<file path="src/ciaf_pkg.sv">
package ciaf_pkg;

  // ---------------------------------------------------------------------------
  // Sizes
  // ---------------------------------------------------------------------------
  localparam int unsigned NSRC      = 10;  // 3 pins, 4 keys, 3 peripheral lines
  localparam int unsigned NPIN      = 7;
  localparam int unsigned LVL_W     = 3;
  localparam int unsigned SRC_W     = 4;
  localparam int unsigned EVT_W     = 3;
  localparam int unsigned TRAP_W    = 6;

  // ---------------------------------------------------------------------------
  // Register byte offsets
  // ---------------------------------------------------------------------------
  localparam logic [7:0] OFF_FLAGS  = 8'h00;
  localparam logic [7:0] OFF_SAVED  = 8'h04;
  localparam logic [7:0] OFF_LEVELS = 8'h08;
  localparam logic [7:0] OFF_PEND   = 8'h0C;
  localparam logic [7:0] OFF_EVT    = 8'h10;
  localparam logic [7:0] OFF_MASK   = 8'h14;

  // ---------------------------------------------------------------------------
  // Field positions in the flag word
  // ---------------------------------------------------------------------------
  localparam int unsigned FLD_I     = 0;
  localparam int unsigned FLD_U     = 1;
  localparam int unsigned FLD_IPL   = 2;
  localparam int unsigned FLD_RSV   = 7;

  // Event bits
  localparam int unsigned EVT_ACK   = 0;
  localparam int unsigned EVT_TRAP  = 1;
  localparam int unsigned EVT_NMI   = 2;

  // ---------------------------------------------------------------------------
  // Reset values and codes
  // ---------------------------------------------------------------------------
  localparam logic [NPIN-1:0]       PIN_IDLE    = 7'h7F;
  localparam logic [NSRC*LVL_W-1:0] LEVELS_RST  = 30'h0000_0000;
  localparam logic [EVT_W-1:0]      EVT_RST     = 3'h0;
  localparam logic [EVT_W-1:0]      MASK_RST    = 3'h0;
  localparam logic [LVL_W-1:0]      IPL_RST     = 3'h0;
  localparam logic [LVL_W-1:0]      NMI_LEVEL   = 3'h7;
  localparam logic [SRC_W-1:0]      NMI_SRC     = 4'hF;
  localparam logic [TRAP_W-1:0]     TRAP_U_MAX  = 6'h1F;

  // ---------------------------------------------------------------------------
  // Types
  // ---------------------------------------------------------------------------
  typedef struct packed {
    logic             i;
    logic             u;
    logic [LVL_W-1:0] processor_priority_level;
  } ciaf_flags_t;

  localparam ciaf_flags_t FLAGS_RST = '{i: 1'b0, u: 1'b0, processor_priority_level: IPL_RST};

  typedef struct packed {
    logic       ext_irq_pin_c;
    logic       ext_irq_pin_b;
    logic       ext_irq_pin_a;
    logic [3:0] key_wakeup_inputs;
  } ciaf_pins_t;

  typedef struct packed {
    logic             valid;
    logic [SRC_W-1:0] src;
    logic [LVL_W-1:0] level;
  } ciaf_ack_t;

endpackage : ciaf_pkg

</file>
<file path="src/ciaf_pin_sync.sv">
`timescale 1ns/1ns

module ciaf_pin_sync (
  // Clock and reset
  input  wire logic                       pclk,
  input  wire logic                       presetn,
  // Raw pins and settled levels
  input  wire logic [ciaf_pkg::NPIN-1:0]  pins_in,
  output logic      [ciaf_pkg::NPIN-1:0]  pins_stable
);

  typedef struct packed {
    logic [ciaf_pkg::NPIN-1:0] s1;
    logic [ciaf_pkg::NPIN-1:0] s2;
    logic [ciaf_pkg::NPIN-1:0] s3;
    logic [ciaf_pkg::NPIN-1:0] stable;
  } ciaf_sync_st_t;

  ciaf_sync_st_t st_reg;
  ciaf_sync_st_t st_next;

  // Stage 1 feeds stage 2 only; a level counts once stages 2 and 3 agree
  always_comb begin
    st_next        = st_reg;
    st_next.s1     = pins_in;
    st_next.s2     = st_reg.s1;
    st_next.s3     = st_reg.s2;
    st_next.stable = (st_reg.s2 & st_reg.s3) | (st_reg.stable & (st_reg.s2 ^ st_reg.s3));
  end

  // Pins idle high, so reset to the idle level to avoid a false edge
  always_ff @(posedge pclk or negedge presetn) begin
    if (!presetn) begin
      st_reg <= '{s1: ciaf_pkg::PIN_IDLE, s2: ciaf_pkg::PIN_IDLE,
                  s3: ciaf_pkg::PIN_IDLE, stable: ciaf_pkg::PIN_IDLE};
    end else begin
      st_reg <= st_next;
    end
  end

  assign pins_stable = st_reg.stable;

endmodule : ciaf_pin_sync

</file>
<file path="src/ciaf_prio_pick.sv">
`timescale 1ns/1ns

module ciaf_prio_pick (
  // Requests and their levels
  input  wire logic [ciaf_pkg::NSRC-1:0]                req,
  input  wire logic [ciaf_pkg::NSRC*ciaf_pkg::LVL_W-1:0] levels,
  // Winner
  output logic                                           found,
  output logic      [ciaf_pkg::SRC_W-1:0]                idx,
  output logic      [ciaf_pkg::LVL_W-1:0]                lvl
);

  // Highest level wins; on a tie the lower index stays ahead
  always_comb begin
    logic [ciaf_pkg::LVL_W-1:0] cand;
    cand  = '0;
    found = 1'b0;
    idx   = '0;
    lvl   = '0;
    for (int k = 0; k < ciaf_pkg::NSRC; k++) begin
      cand = levels[k*ciaf_pkg::LVL_W +: ciaf_pkg::LVL_W];
      if (req[k] && (!found || (cand > lvl))) begin
        found = 1'b1;
        idx   = ciaf_pkg::SRC_W'(k);
        lvl   = cand;
      end
    end
  end

endmodule : ciaf_prio_pick

</file>
<file path="src/ciaf_accept.sv">
// Overview of operation
// RULE1: Enable flag zero masks all maskable requests.
// RULE2: Acknowledge clears the interrupt enable flag.
// RULE3: Stack select zero interrupt stack, one user.
// RULE4: Acknowledge or trap 0..31 clears stack select.
// RULE5: Priority level is three bits, 0 to 7.
// RULE6: Accept only strictly above current priority level.
// RULE7: Reserved flag bit: software writes zero.
// RULE8: Low reset input returns flags to reset.
// RULE9: Three irq pins, four key pins, separate sources.
// RULE10: Maskable needs enable and priority; NMI bypasses.
// RULE11: Acknowledge saves old flags, loads request level.
//
// The register offsets and the APB slave port were left to the implementer.
`timescale 1ns/1ns

module ciaf_accept (
  // Clock and reset
  input  wire logic                          pclk,
  input  wire logic                          presetn,
  // APB slave
  input  wire logic                          psel,
  input  wire logic                          penable,
  input  wire logic                          pwrite,
  input  wire logic [7:0]                    paddr,
  input  wire logic [31:0]                   pwdata,
  output logic      [31:0]                   prdata,
  output logic                               pready,
  output logic                               pslverr,
  // Request sources
  input  wire ciaf_pkg::ciaf_pins_t          pins,
  input  wire logic [2:0]                    periph_req,
  input  wire logic                          nmi_req,
  // Software trap from the core
  input  wire logic                          trap_valid,
  input  wire logic [ciaf_pkg::TRAP_W-1:0]   trap_num,
  // Acceptance towards the core
  output ciaf_pkg::ciaf_ack_t                ack,
  output ciaf_pkg::ciaf_flags_t              flags,
  output logic                               use_user_sp,
  // Event interrupt
  output logic                               irq
);

  // ---------------------------------------------------------------------------
  // State
  // ---------------------------------------------------------------------------
  typedef struct packed {
    ciaf_pkg::ciaf_flags_t                 flags;
    ciaf_pkg::ciaf_flags_t                 saved;
    logic [ciaf_pkg::NSRC*ciaf_pkg::LVL_W-1:0] levels;
    logic [ciaf_pkg::NPIN-1:0]             pend;
    logic [ciaf_pkg::NPIN-1:0]             pin_prev;
    logic                                  nmi_pend;
    logic                                  nmi_prev;
    logic [ciaf_pkg::EVT_W-1:0]            evt;
    logic [ciaf_pkg::EVT_W-1:0]            mask;
    logic [31:0]                           prdata;
    logic                                  pready;
    logic                                  pslverr;
    logic                                  irq;
    ciaf_pkg::ciaf_ack_t                   ack;
  } ciaf_st_t;

  ciaf_st_t st_reg;
  ciaf_st_t st_next;

  logic [ciaf_pkg::NPIN-1:0] pins_stable;
  logic                      pick_found;
  logic [ciaf_pkg::SRC_W-1:0] pick_idx;
  logic [ciaf_pkg::LVL_W-1:0] pick_lvl;

  // ---------------------------------------------------------------------------
  // Helpers
  // ---------------------------------------------------------------------------
  function automatic logic hit(input logic [7:0] a, input logic [7:0] off);
    return a == off;
  endfunction : hit

  function automatic logic mapped(input logic [7:0] a);
    return hit(a, ciaf_pkg::OFF_FLAGS) || hit(a, ciaf_pkg::OFF_SAVED) ||
           hit(a, ciaf_pkg::OFF_LEVELS) || hit(a, ciaf_pkg::OFF_PEND) ||
           hit(a, ciaf_pkg::OFF_EVT) || hit(a, ciaf_pkg::OFF_MASK);
  endfunction : mapped

  function automatic logic [31:0] flag_word(input ciaf_pkg::ciaf_flags_t f);
    logic [31:0] w;
    w = '0;
    w[ciaf_pkg::FLD_I] = f.i;
    w[ciaf_pkg::FLD_U] = f.u;
    w[ciaf_pkg::FLD_IPL +: ciaf_pkg::LVL_W] = f.processor_priority_level;
    return w;
  endfunction : flag_word

  // ---------------------------------------------------------------------------
  // Sub-blocks
  // ---------------------------------------------------------------------------
  ciaf_pin_sync u_sync (
    .pclk        (pclk),
    .presetn     (presetn),
    .pins_in     (pins),
    .pins_stable (pins_stable)
  );

  // Pin requests are latched, peripheral lines are levels
  ciaf_prio_pick u_pick (
    .req    ({periph_req, st_reg.pend}),
    .levels (st_reg.levels),
    .found  (pick_found),
    .idx    (pick_idx),
    .lvl    (pick_lvl)
  );

  // ---------------------------------------------------------------------------
  // Next state
  // ---------------------------------------------------------------------------
  always_comb begin
    logic                       access;
    logic                       wr_en;
    logic                       maskable_ok;
    logic                       take;
    logic                       trap_u;
    logic [ciaf_pkg::NPIN-1:0]  fell;
    logic [ciaf_pkg::NPIN-1:0]  clr;
    logic [ciaf_pkg::EVT_W-1:0] new_evt;
    logic [31:0]                rd;
    access      = 1'b0;
    wr_en       = 1'b0;
    maskable_ok = 1'b0;
    take        = 1'b0;
    trap_u      = 1'b0;
    fell        = '0;
    clr         = '0;
    new_evt     = '0;
    rd          = '0;
    st_next     = st_reg;

    // Bus: one wait state, write lands on the edge that sees pready
    access         = psel && penable && !st_reg.pready;
    wr_en          = psel && penable && st_reg.pready && pwrite && !st_reg.pslverr;
    st_next.pready = access;
    st_next.pslverr = access && !mapped(paddr);
    case (paddr)
      ciaf_pkg::OFF_FLAGS:  rd = flag_word(st_reg.flags); // Reserved bit reads 0 [RULE7]
      ciaf_pkg::OFF_SAVED:  rd = flag_word(st_reg.saved);
      ciaf_pkg::OFF_LEVELS: rd = 32'(st_reg.levels);
      ciaf_pkg::OFF_PEND:   rd = 32'({st_reg.nmi_pend, periph_req, st_reg.pend});
      ciaf_pkg::OFF_EVT:    rd = 32'(st_reg.evt);
      ciaf_pkg::OFF_MASK:   rd = 32'(st_reg.mask);
      default:              rd = '0;
    endcase
    st_next.prdata = (access && !pwrite) ? rd : '0;

    // Software writes; the reserved flag bit is dropped on write [RULE7]
    if (wr_en && hit(paddr, ciaf_pkg::OFF_FLAGS)) begin
      st_next.flags.i   = pwdata[ciaf_pkg::FLD_I];
      st_next.flags.u   = pwdata[ciaf_pkg::FLD_U];
      st_next.flags.processor_priority_level = pwdata[ciaf_pkg::FLD_IPL +: ciaf_pkg::LVL_W]; // [RULE5]
    end
    if (wr_en && hit(paddr, ciaf_pkg::OFF_LEVELS)) begin
      st_next.levels = pwdata[ciaf_pkg::NSRC*ciaf_pkg::LVL_W-1:0];
    end
    if (wr_en && hit(paddr, ciaf_pkg::OFF_MASK)) begin
      st_next.mask = pwdata[ciaf_pkg::EVT_W-1:0];
    end

    // Falling edges on each settled pin are separate sources [RULE9]
    fell             = st_reg.pin_prev & ~pins_stable;
    st_next.pin_prev = pins_stable;
    st_next.nmi_prev = nmi_req;

    // Acceptance: enable flag and strict priority together [RULE1] [RULE6] [RULE10]
    maskable_ok = st_reg.flags.i && pick_found && (pick_lvl > st_reg.flags.processor_priority_level);
    take        = st_reg.nmi_pend || maskable_ok;
    st_next.ack = '{valid: take, src: '0, level: '0};

    if (st_reg.nmi_pend) begin
      // Non-maskable path skips both checks [RULE10]
      st_next.ack.src   = ciaf_pkg::NMI_SRC;
      st_next.ack.level = ciaf_pkg::NMI_LEVEL;
    end else if (maskable_ok) begin
      st_next.ack.src   = pick_idx;
      st_next.ack.level = pick_lvl;
      if (pick_idx < ciaf_pkg::SRC_W'(ciaf_pkg::NPIN)) begin
        clr[pick_idx[2:0]] = 1'b1;
      end
    end

    // Acknowledge: save, clear I and U, load level [RULE2] [RULE4] [RULE11]
    trap_u = trap_valid && (trap_num <= ciaf_pkg::TRAP_U_MAX);
    if (take) begin
      st_next.saved     = st_reg.flags;
      st_next.flags.i   = 1'b0;
      st_next.flags.u   = 1'b0;
      st_next.flags.processor_priority_level = st_next.ack.level;
    end else if (trap_valid) begin
      st_next.saved = st_reg.flags;
      if (trap_u) begin
        st_next.flags.u = 1'b0; // Traps 0..31 move to the interrupt stack [RULE4]
      end
    end

    // A new edge in the clear cycle stays pending
    st_next.pend     = (st_reg.pend & ~clr) | fell;
    st_next.nmi_pend = (st_reg.nmi_pend && !take) || (nmi_req && !st_reg.nmi_prev);

    // Sticky events, write one to clear, set wins
    new_evt[ciaf_pkg::EVT_ACK]  = maskable_ok && !st_reg.nmi_pend;
    new_evt[ciaf_pkg::EVT_TRAP] = trap_valid;
    new_evt[ciaf_pkg::EVT_NMI]  = st_reg.nmi_pend;
    if (wr_en && hit(paddr, ciaf_pkg::OFF_EVT)) begin
      st_next.evt = st_reg.evt & ~pwdata[ciaf_pkg::EVT_W-1:0];
    end
    st_next.evt = st_next.evt | new_evt;
    st_next.irq = |(st_next.evt & st_next.mask);
  end

  // ---------------------------------------------------------------------------
  // Registers
  // ---------------------------------------------------------------------------
  // Reset from the low reset input clears every flag [RULE8]
  always_ff @(posedge pclk or negedge presetn) begin
    if (!presetn) begin
      st_reg <= '{flags: ciaf_pkg::FLAGS_RST, saved: ciaf_pkg::FLAGS_RST,
                  levels: ciaf_pkg::LEVELS_RST, pend: '0,
                  pin_prev: ciaf_pkg::PIN_IDLE, nmi_pend: 1'b0,
                  nmi_prev: 1'b0, evt: ciaf_pkg::EVT_RST,
                  mask: ciaf_pkg::MASK_RST, prdata: '0, pready: 1'b0,
                  pslverr: 1'b0, irq: 1'b0, ack: '0};
    end else begin
      st_reg <= st_next;
    end
  end

  // ---------------------------------------------------------------------------
  // Outputs, all straight from flops
  // ---------------------------------------------------------------------------
  assign prdata      = st_reg.prdata;
  assign pready      = st_reg.pready;
  assign pslverr     = st_reg.pslverr;
  assign ack         = st_reg.ack;
  assign flags       = st_reg.flags;
  assign use_user_sp = st_reg.flags.u; // One selects the user stack [RULE3]
  assign irq         = st_reg.irq;
endmodule : ciaf_accept

</file>
<file path="config.mk">
export PLATFORM = sky130hd
export DESIGN_NAME = ciaf_accept
export DESIGN_NICKNAME = d
export VERILOG_FILES = /design/src/ciaf_pkg.sv /design/src/ciaf_pin_sync.sv /design/src/ciaf_prio_pick.sv /design/src/ciaf_accept.sv
export SDC_FILE = /design/constraint.sdc
export NUM_CORES = 1
export LEC_CHECK = 0
export BUFFER_PORTS_ARGS = -buffer_cell sky130_fd_sc_hd__buf_2
export CORE_MARGIN = 8
export CORE_UTILIZATION = 45
export DETAILED_ROUTE_END_ITERATION = 6
export PLACE_DENSITY = 0.73
export SYNTH_ARGS = -nofsm -noshare
export SYNTH_HDL_FRONTEND = slang
export SYNTH_SLANG_ARGS = --single-unit
</file>
<file path="constraint.sdc">
create_clock -name pclk -period 14.1 [get_ports pclk]
set_clock_uncertainty 0.1 [all_clocks]
set_input_delay 4.23 -clock pclk [delete_from_list [all_inputs] [get_ports pclk]]
set_output_delay 4.23 -clock pclk [all_outputs]
set_load 0.02 [all_outputs]
</file>
# Word-level counts from Yosys, hierarchy flattened
# Index checks and enable logic that the tools add are counted.
[op_classes] magnitude_cmp=14 eq_ne=5 n_mux=48 n_bitwise=13 n_reduce_logical=63
[ops] cell="one-hot mux 30 bit (6 select lines)" count=1
[ops] cell="two-way mux 3 bit" count=17
[ops] cell="two-way mux 7 bit" count=5
[ops] cell="two-way mux 32 bit" count=1
[ops] cell="greater-than comparator 3 bit" count=10
[ops] cell="bitwise AND 7 bit" count=4
[ops] cell="logical AND 1 bit" count=27
[ops] cell="== test 8 x 4 -> 1 bit (second input constant)" count=2
[ops] cell="== test 8 x 5 -> 1 bit (second input constant)" count=2
[ops] cell="logical NOT 1 bit" count=16
[ops] cell="logical OR 1 bit" count=16
[ops] cell="two-way mux 1 bit" count=16
[ops] cell="two-way mux 5 bit" count=3
[ops] cell="inverter 7 bit" count=2
[ops] cell="bitwise OR 7 bit" count=2
[ops] cell="== test 8 x 3 -> 1 bit (second input constant)" count=1
[ops] cell="logical NOT 8 bit" count=1
[ops] cell="two-way mux 4 bit" count=2
[ops] cell="XOR 7 bit" count=1
[ops] cell="bitwise AND 3 bit" count=2
[ops] cell="<= comparator 6 x 5 -> 1 bit (second input constant)" count=1
[ops] cell="< comparator 3 x 4 -> 1 bit (second input constant)" count=1
[ops] cell="< comparator 4 x 3 -> 1 bit (second input constant)" count=1
[ops] cell="two-way mux 2 bit" count=2
[ops] cell="other kinds (6)" count=7
[word_totals] reg_bits=133 in_bits=63 out_inout_bits=49

# Logic depth before layout (Yosys ltp)
# Gate-level depths: netlist (run 1).
[logic_depth] depth_word=47 depth_mapped=81 ltp_nobuf=79

# Modules after synthesis
# Synthesis (run 1) repeated with hierarchy kept, for this count alone.
[unflattened] hier_cells=573 area_unflattened_um2=6851.6
[modules_own_cells] module="ciaf_accept" n_inst=1 cells_each=339 area_per_inst_um2=4591.9 seq_area_each_um2=2586.2
[modules_own_cells] module="ciaf_prio_pick" n_inst=1 cells_each=185 area_per_inst_um2=1331.3 seq_area_each_um2=0.0
[modules_own_cells] module="ciaf_pin_sync" n_inst=1 cells_each=49 area_per_inst_um2=928.4 seq_area_each_um2=735.7

# Worst setup path after synthesis (run 1)
# Ideal clock, no wire load.
[synth_path] kind="register to register" from="register st_reg[58] (netlist bit)" to="register st_reg[58] (netlist bit)" setup_ns=0.132 arrival_time_ns=13.199 t_required_ns=13.868 slack_ns=0.669 path_stages_with_launch=78 path_buffers=2 path_cell_list="dfrtp_1 > buf_6 > nand2_1 > ha_1 > and3b_1 > o211a_1 > nor2_1 > nor2_1 > ha_1 > a21oi_1 > a211oi_2 > or2_4 > o31ai_1 > ha_1 > and3_1 > a21oi_1 > o21ai_1 > o311ai_0 > [... 42 more ...] > ha_1 > a21o_1 > a21oi_1 > a31oi_1 > o21ai_1 > nor2_1 > a21oi_1 > inv_1 > ha_1 > nor2b_1 > o21a_1 > o211ai_1 > a21o_1 > nor2_1 > nand3_1 > or3_1 > o41ai_2 > o21ai_1"
[synth_lines] item="start: declaration" line="ciaf_accept.sv:65" source="ciaf_st_t st_reg;"
[synth_lines] item="start signal: assignment" line="ciaf_accept.sv:224" source="st_reg <= '{flags: ciaf_pkg::FLAGS_RST, saved: ciaf_pkg::FLAGS_RST,"
[synth_lines] item="start signal: assignment" line="ciaf_accept.sv:231" source="st_reg <= st_next;"

==> flow_metrics.env, run 1 <==
export IMPL_holdPathStages=0
export IMPL_grt_ovfl_total=0
export IMPL_clkTransAtPathRegs_ns=0.05
export IMPL_cts_sinks=131
export IMPL_die_area_um2=18740
export IMPL_drive_gt1_share_pct=45.05
export IMPL_totalWireLength_um=15360
export IMPL_fill_cells=1187
export IMPL_worst_pin_slew_ns=0.8464
export IMPL_ys_async_sr_fraction_pct=100.0
export IMPL_synth_seq_area_share_pct=50.51
export IMPL_status="finished clean"
export IMPL_cts_hold_buf=0
export IMPL_die_h_um=136.9
export IMPL_htreeDepth=4
export IMPL_num_vias=4690
export IMPL_yosys_top_cells_count="dfrtp_1, buf_4, mux2_2"
export IMPL_critPathBufInv=10
export IMPL_dpl_hpwl_um=11130
export IMPL_fin_crit_sh_pct=95.90
export IMPL_synth_edf_count=0
export IMPL_synth_most_common_cell="dfrtp_1"
export IMPL_cpMaxStageDelayCell="o41a_4"
export IMPL_globalplace_congestion=0.8832
export IMPL_reg2regPathDepth=73
export IMPL_holdCritStartpoint="u_sync.st_next[20]"
export IMPL_rows=44
export IMPL_drc=0
export IMPL_routedWlPerCell_um=17.04
export IMPL_grt_pass1_vias=4828
export IMPL_place_ws_ns=0.1871
export IMPL_synth_distinct_cells=62
export IMPL_coreArea_um2=14420
export IMPL_worst_setup_path_type="flop to flop"
export IMPL_yosys_top_cells_area="dfrtp_1, dfstp_2, mux2_2, ha_1, buf_4"
export IMPL_power_density_nw_per_um2=115.3
export IMPL_cp_top_family="compound AO/OA/AOI/OAI gates"
export IMPL_r2r_start="st_reg[58]"
export IMPL_ys_warn_count=0
export IMPL_crit_fanout=8
export IMPL_antenna_cells=0
export IMPL_firstDrtPassIters=4
export IMPL_maxCapViolations=0
export IMPL_cts_tree="built"
export IMPL_dieWidth_um=136.9
export IMPL_syn_area_um2=6576
export IMPL_largest_register_ffs=57
export IMPL_crit_path_start="st_reg[58]"
export IMPL_finalCriticalPeriod_ns=13.52
export IMPL_critPathMaxStageDelay_ns=0.48
export IMPL_synth_top_area_share_pct=36.53
export IMPL_power_total_w=0.0009403
export IMPL_synthToLayoutAreaGrowth_pct=24.05
export IMPL_synth_ff_latch_count=131
export IMPL_relSlewSlack_pct=43.57
export IMPL_synth_ff_type="dfrtp_1"
export IMPL_final_nets=802
export IMPL_antenna_found_initial=0
export IMPL_ios=112
export IMPL_syn_inst=581
export IMPL_track_usage_pct=16.35
export IMPL_setup_ws_ns=0.5780
export IMPL_worstHoldPathType="flop to flop"
export IMPL_ctsRootBufferMaster="clkbuf_16"
export IMPL_start_util_pct=45.59
export IMPL_grt_max_degree=70
export IMPL_avgViaCountPerCell=5.205
export IMPL_leakage_nw=4.047
export IMPL_crit_required_ns=14.29
export IMPL_setup_viol=0
export IMPL_drtAntennaViolNets=0
export IMPL_hold_viol=0
export IMPL_crit_arrival_ns=13.71
export IMPL_cp_end_kind="flop"
export IMPL_grt_pass1_wl_um=23730
export IMPL_hold_ws_ns=0.2510
export IMPL_synth_top_area_cell="dfrtp_1"
export IMPL_path_depth=73
export IMPL_crit_top_cell="ha_1"
export IMPL_drtIter0Drc=269
export IMPL_syn_area_per_cell_um2=11.32
export IMPL_clockBufferDepth=2
export IMPL_port_buffers=102
export IMPL_max_freq_ghz=0.07395
export IMPL_ir_drop_uv=81.99
export IMPL_slew_violations=0
export IMPL_cts_made_buffers=17
export IMPL_cp_start_kind="flop"
export IMPL_clock_latency_ns=0.42
==> report_power, final <==
part           leakage, nW  switching (W)  internal (W)
logic                 2.14      0.0000611     0.0000547
registers             1.62     0.00000571      0.000392
clock network        0.292       0.000157      0.000270
==> cell type report <==
| cell class | count | area (µm²) | area share (%) |
|---|---|---|---|
| Sequential cell | 131 | 3323 | 40.74 |
| Multi-Input combinational cell | 358 | 2927 | 35.87 |
| Timing Repair Buffer | 160 | 952.2 | 11.67 |
| Clock buffer | 26 | 553.0 | 6.779 |
| Tap cell | 184 | 230.2 | 2.822 |
| Inverter | 36 | 135.1 | 1.656 |
| Clock inverter | 6 | 37.54 | 0.4601 |
==> stage by stage <==
step | util (%) | setup TNS [ns] | instances | area, µm²
floorplan | - | 0 | 582 | 6580
detailed placement | 50.40 | 0 | 858 | 7269
global placement | 50.40 | 0 | 858 | 7269
CTS | 54.49 | 0 | 890 | 7860
global route | 56.56 | -0.1284 | 901 | 8158
finish | 56.56 | 0 | 901 | 8158
==> worst register-to-register path: cells and delay by family, from the launching register on <==
| kind | cells | cell delay (ns) |
|---|---|---|
| AND/OR/NAND/NOR | 18 | 3.15 |
| flip-flops | 1 | 0.44 |
| multiplexers | 4 | 1.14 |
| adder cells (fa/ha/maj) | 10 | 2.61 |
| AO/OA/AOI/OAI | 31 | 4.75 |
| buffers and inverters | 10 | 1.20 |
==> what timing repair did <==
action	CTS	global route
gates resized for setup	0	53
endpoints found under the setup margin	0	27
buffers inserted	0	11
==> logic make-up (layout without fill, tap and decap cells) <==
| kind of cell | count (synthesis) | after routing | synth area share, % |
|---|---|---|---|
| and+or+nand+nor | 143 | 143 | 11.30 |
| muxes | 57 | 57 | 10.08 |
| buffers and inverters | 93 | 228 | 8.238 |
| AOI/OAI and AO/OA | 121 | 121 | 13.15 |
| other | 1 | 2 | 0.05702 |
| DFF | 131 | 131 | 50.51 |
| adders and majority gates | 35 | 35 | 6.659 |
==> path summary, 6_finish.rpt <==
path	slack, ns	end
max	0.58	st_reg[58]
min	0.25	u_sync.st_next[13]
max reg2reg	0.58	st_reg[58]
min reg2reg	0.25	u_sync.st_next[13]
max in group asynchronous	8.74	ack[5]
min in group asynchronous	3.79	st_reg[49]
==> cell usage in the layout (no fill, tap or decap), drive strengths merged, types with 12 or more instances in the layout <==
cell    count
o21ai      28
nand2      31
clkbuf     26
mux2       44
ha         35
nor3       12
and2       21
nor2       30
buf       160
a21o       18
a21oi      24
dfstp      35
inv        37
dfrtp      96
==> routing by layer <==
metal  wire, µm  track usage [%]  up-vias
li1           -                -     2250
met1       6549            19.59     2286
met2       7532            26.53      126
met3        935            4.552       28
met4        338            8.208        0
met5          0                0        -
Power figures use the tool's default switching activity.
==> inputs of run 2 (changes only) <==
- CTS_BUF_LIST: not set -> sky130_fd_sc_hd__clkbuf_4
==> flow_metrics.env, run 2 (synthesized netlist as in run 1, its figures left out) <==
export IMPL_final_nets=802
export IMPL_rows=44
export IMPL_critPathMaxStageDelay_ns=0.48
export IMPL_cpMaxStageDelayCell="o41a_4"
export IMPL_cts_tree="built"
export IMPL_crit_fanout=8
export IMPL_reg2regPathDepth=73
export IMPL_dpl_hpwl_um=11130
export IMPL_htreeDepth=4
export IMPL_cts_hold_buf=0
export IMPL_hold_viol=0
export IMPL_coreArea_um2=14420
export IMPL_globalplace_congestion=0.8832
export IMPL_dieWidth_um=136.9
export IMPL_fin_crit_sh_pct=96.38
export IMPL_worst_setup_path_type="flop to flop"
export IMPL_port_buffers=102
export IMPL_slew_violations=0
export IMPL_ctsRootBufferMaster="clkbuf_4"
export IMPL_clockBufferDepth=2
export IMPL_relSlewSlack_pct=43.64
export IMPL_worst_pin_slew_ns=0.8454
export IMPL_cp_end_kind="flop"
export IMPL_track_usage_pct=16.23
export IMPL_critPathBufInv=10
export IMPL_ios=112
export IMPL_path_depth=73
export IMPL_synthToLayoutAreaGrowth_pct=19.77
export IMPL_fin_util_pct=54.61
export IMPL_crit_top_cell="ha_1"
export IMPL_max_freq_ghz=0.07359
export IMPL_worstHoldPathType="flop to flop"
export IMPL_grt_max_degree=70
export IMPL_cp_start_kind="flop"
export IMPL_largest_register_ffs=57
export IMPL_setup_tns_ns=0
export IMPL_die_area_um2=18740
export IMPL_firstDrtPassIters=4
export IMPL_drtAntennaViolNets=0
export IMPL_cts_made_buffers=17
export IMPL_finalCriticalPeriod_ns=13.59
export IMPL_totalWireLength_um=15150
export IMPL_setup_viol=0
export IMPL_cp_top_family="compound AO/OA/AOI/OAI gates"
export IMPL_status="finished clean"
export IMPL_cts_sinks=131
export IMPL_grt_pass1_vias=4791
export IMPL_clkTransAtPathRegs_ns=0.11
export IMPL_crit_required_ns=14.42
export IMPL_start_util_pct=45.59
export IMPL_antenna_found_initial=1
export IMPL_power_density_nw_per_um2=98.05
export IMPL_routedWlPerCell_um=16.79
export IMPL_maxCapViolations=0
export IMPL_r2r_start="st_reg[58]"
export IMPL_holdPathStages=0
export IMPL_crit_path_start="st_reg[58]"
export IMPL_die_h_um=136.9
export IMPL_num_vias=4709
export IMPL_clock_latency_ns=0.55
export IMPL_holdCritStartpoint="u_sync.st_next[20]"
export IMPL_grt_ovfl_total=0
export IMPL_crit_arrival_ns=13.91
export IMPL_avgViaCountPerCell=5.221
export IMPL_leakage_nw=3.923
export IMPL_drtIter0Drc=285
export IMPL_ir_drop_uv=52.06
export IMPL_layout_common_cells="buf_2, dfrtp_1, buf_4, mux2_2"
export IMPL_drive_gt1_share_pct=45.61
export IMPL_grt_pass1_wl_um=23580
export IMPL_layout_commonest_cell="buf_2"
export IMPL_drc=0
## run 2: through the flow
| step | setup slack, ns | instance area, µm² | hold WS [ns] | cells | total power [W] |
|---|---|---|---|---|---|
| global placement | 0.6186 | 7269 | 0.2458 | 858 | 0.0005000 |
| CTS | 0.07133 | 7559 | 0.2480 | 890 | 0.0007672 |
| finish | 0.5105 | 7876 | 0.2514 | 902 | 0.0007723 |
| global route | -0.1565 | 7876 | 0.2481 | 902 | 0.0008121 |
| floorplan | 0.6691 | 6580 | 0.2452 | 582 | 0.0004595 |
| detailed placement | 0.1871 | 7269 | 0.2478 | 858 | 0.0005047 |
## run 2: report_power, final
part           internal (W)  leakage, nW  switching [W]
sequential         0.000391         1.62     0.00000561
combinational     0.0000549         2.14      0.0000624
clock              0.000126        0.160       0.000132
total              0.000573         3.92       0.000200
## run 2: metal layers
layer / track usage [%] / share of wire (%) / vias up
li1: - / - / 2257
met1: 19.81 / 44 / 2312
met2: 26.34 / 49 / 114
met3: 5.286 / 5.7 / 26
met4: 5.975 / 1.9 / 0
met5: 0 / 0 / -
## run 2: path summary, 6_finish.rpt
check,to,slack [ns]
worst min register to register,u_sync.st_next[13],0.25
worst max register to register,st_reg[58],0.51
worst max-delay path,st_reg[58],0.51
max in group asynchronous,prdata[20],8.89
worst min-delay path,u_sync.st_next[13],0.25
min in group asynchronous,st_reg[49],3.66
## run 2: repair_timing
| item | CTS | global route |
|---|---|---|
| endpoints found under the hold margin | 0 | 0 |
| setup endpoints to repair | 0 | 27 |
| resized for setup | 0 | 57 |
| buffers inserted | 0 | 11 |
## run 2: layout make-up
class | count | area [µm²]
diodes | 1 | 2.502
clock buffers | 20 | 150.1
clock inverters | 12 | 138.9
fillers | 1239 | 6548
inverters | 36 | 135.1
multi-input cells | 358 | 2944
flip-flops and latches | 131 | 3323
well taps | 184 | 230.2
repair buffers | 160 | 952.2
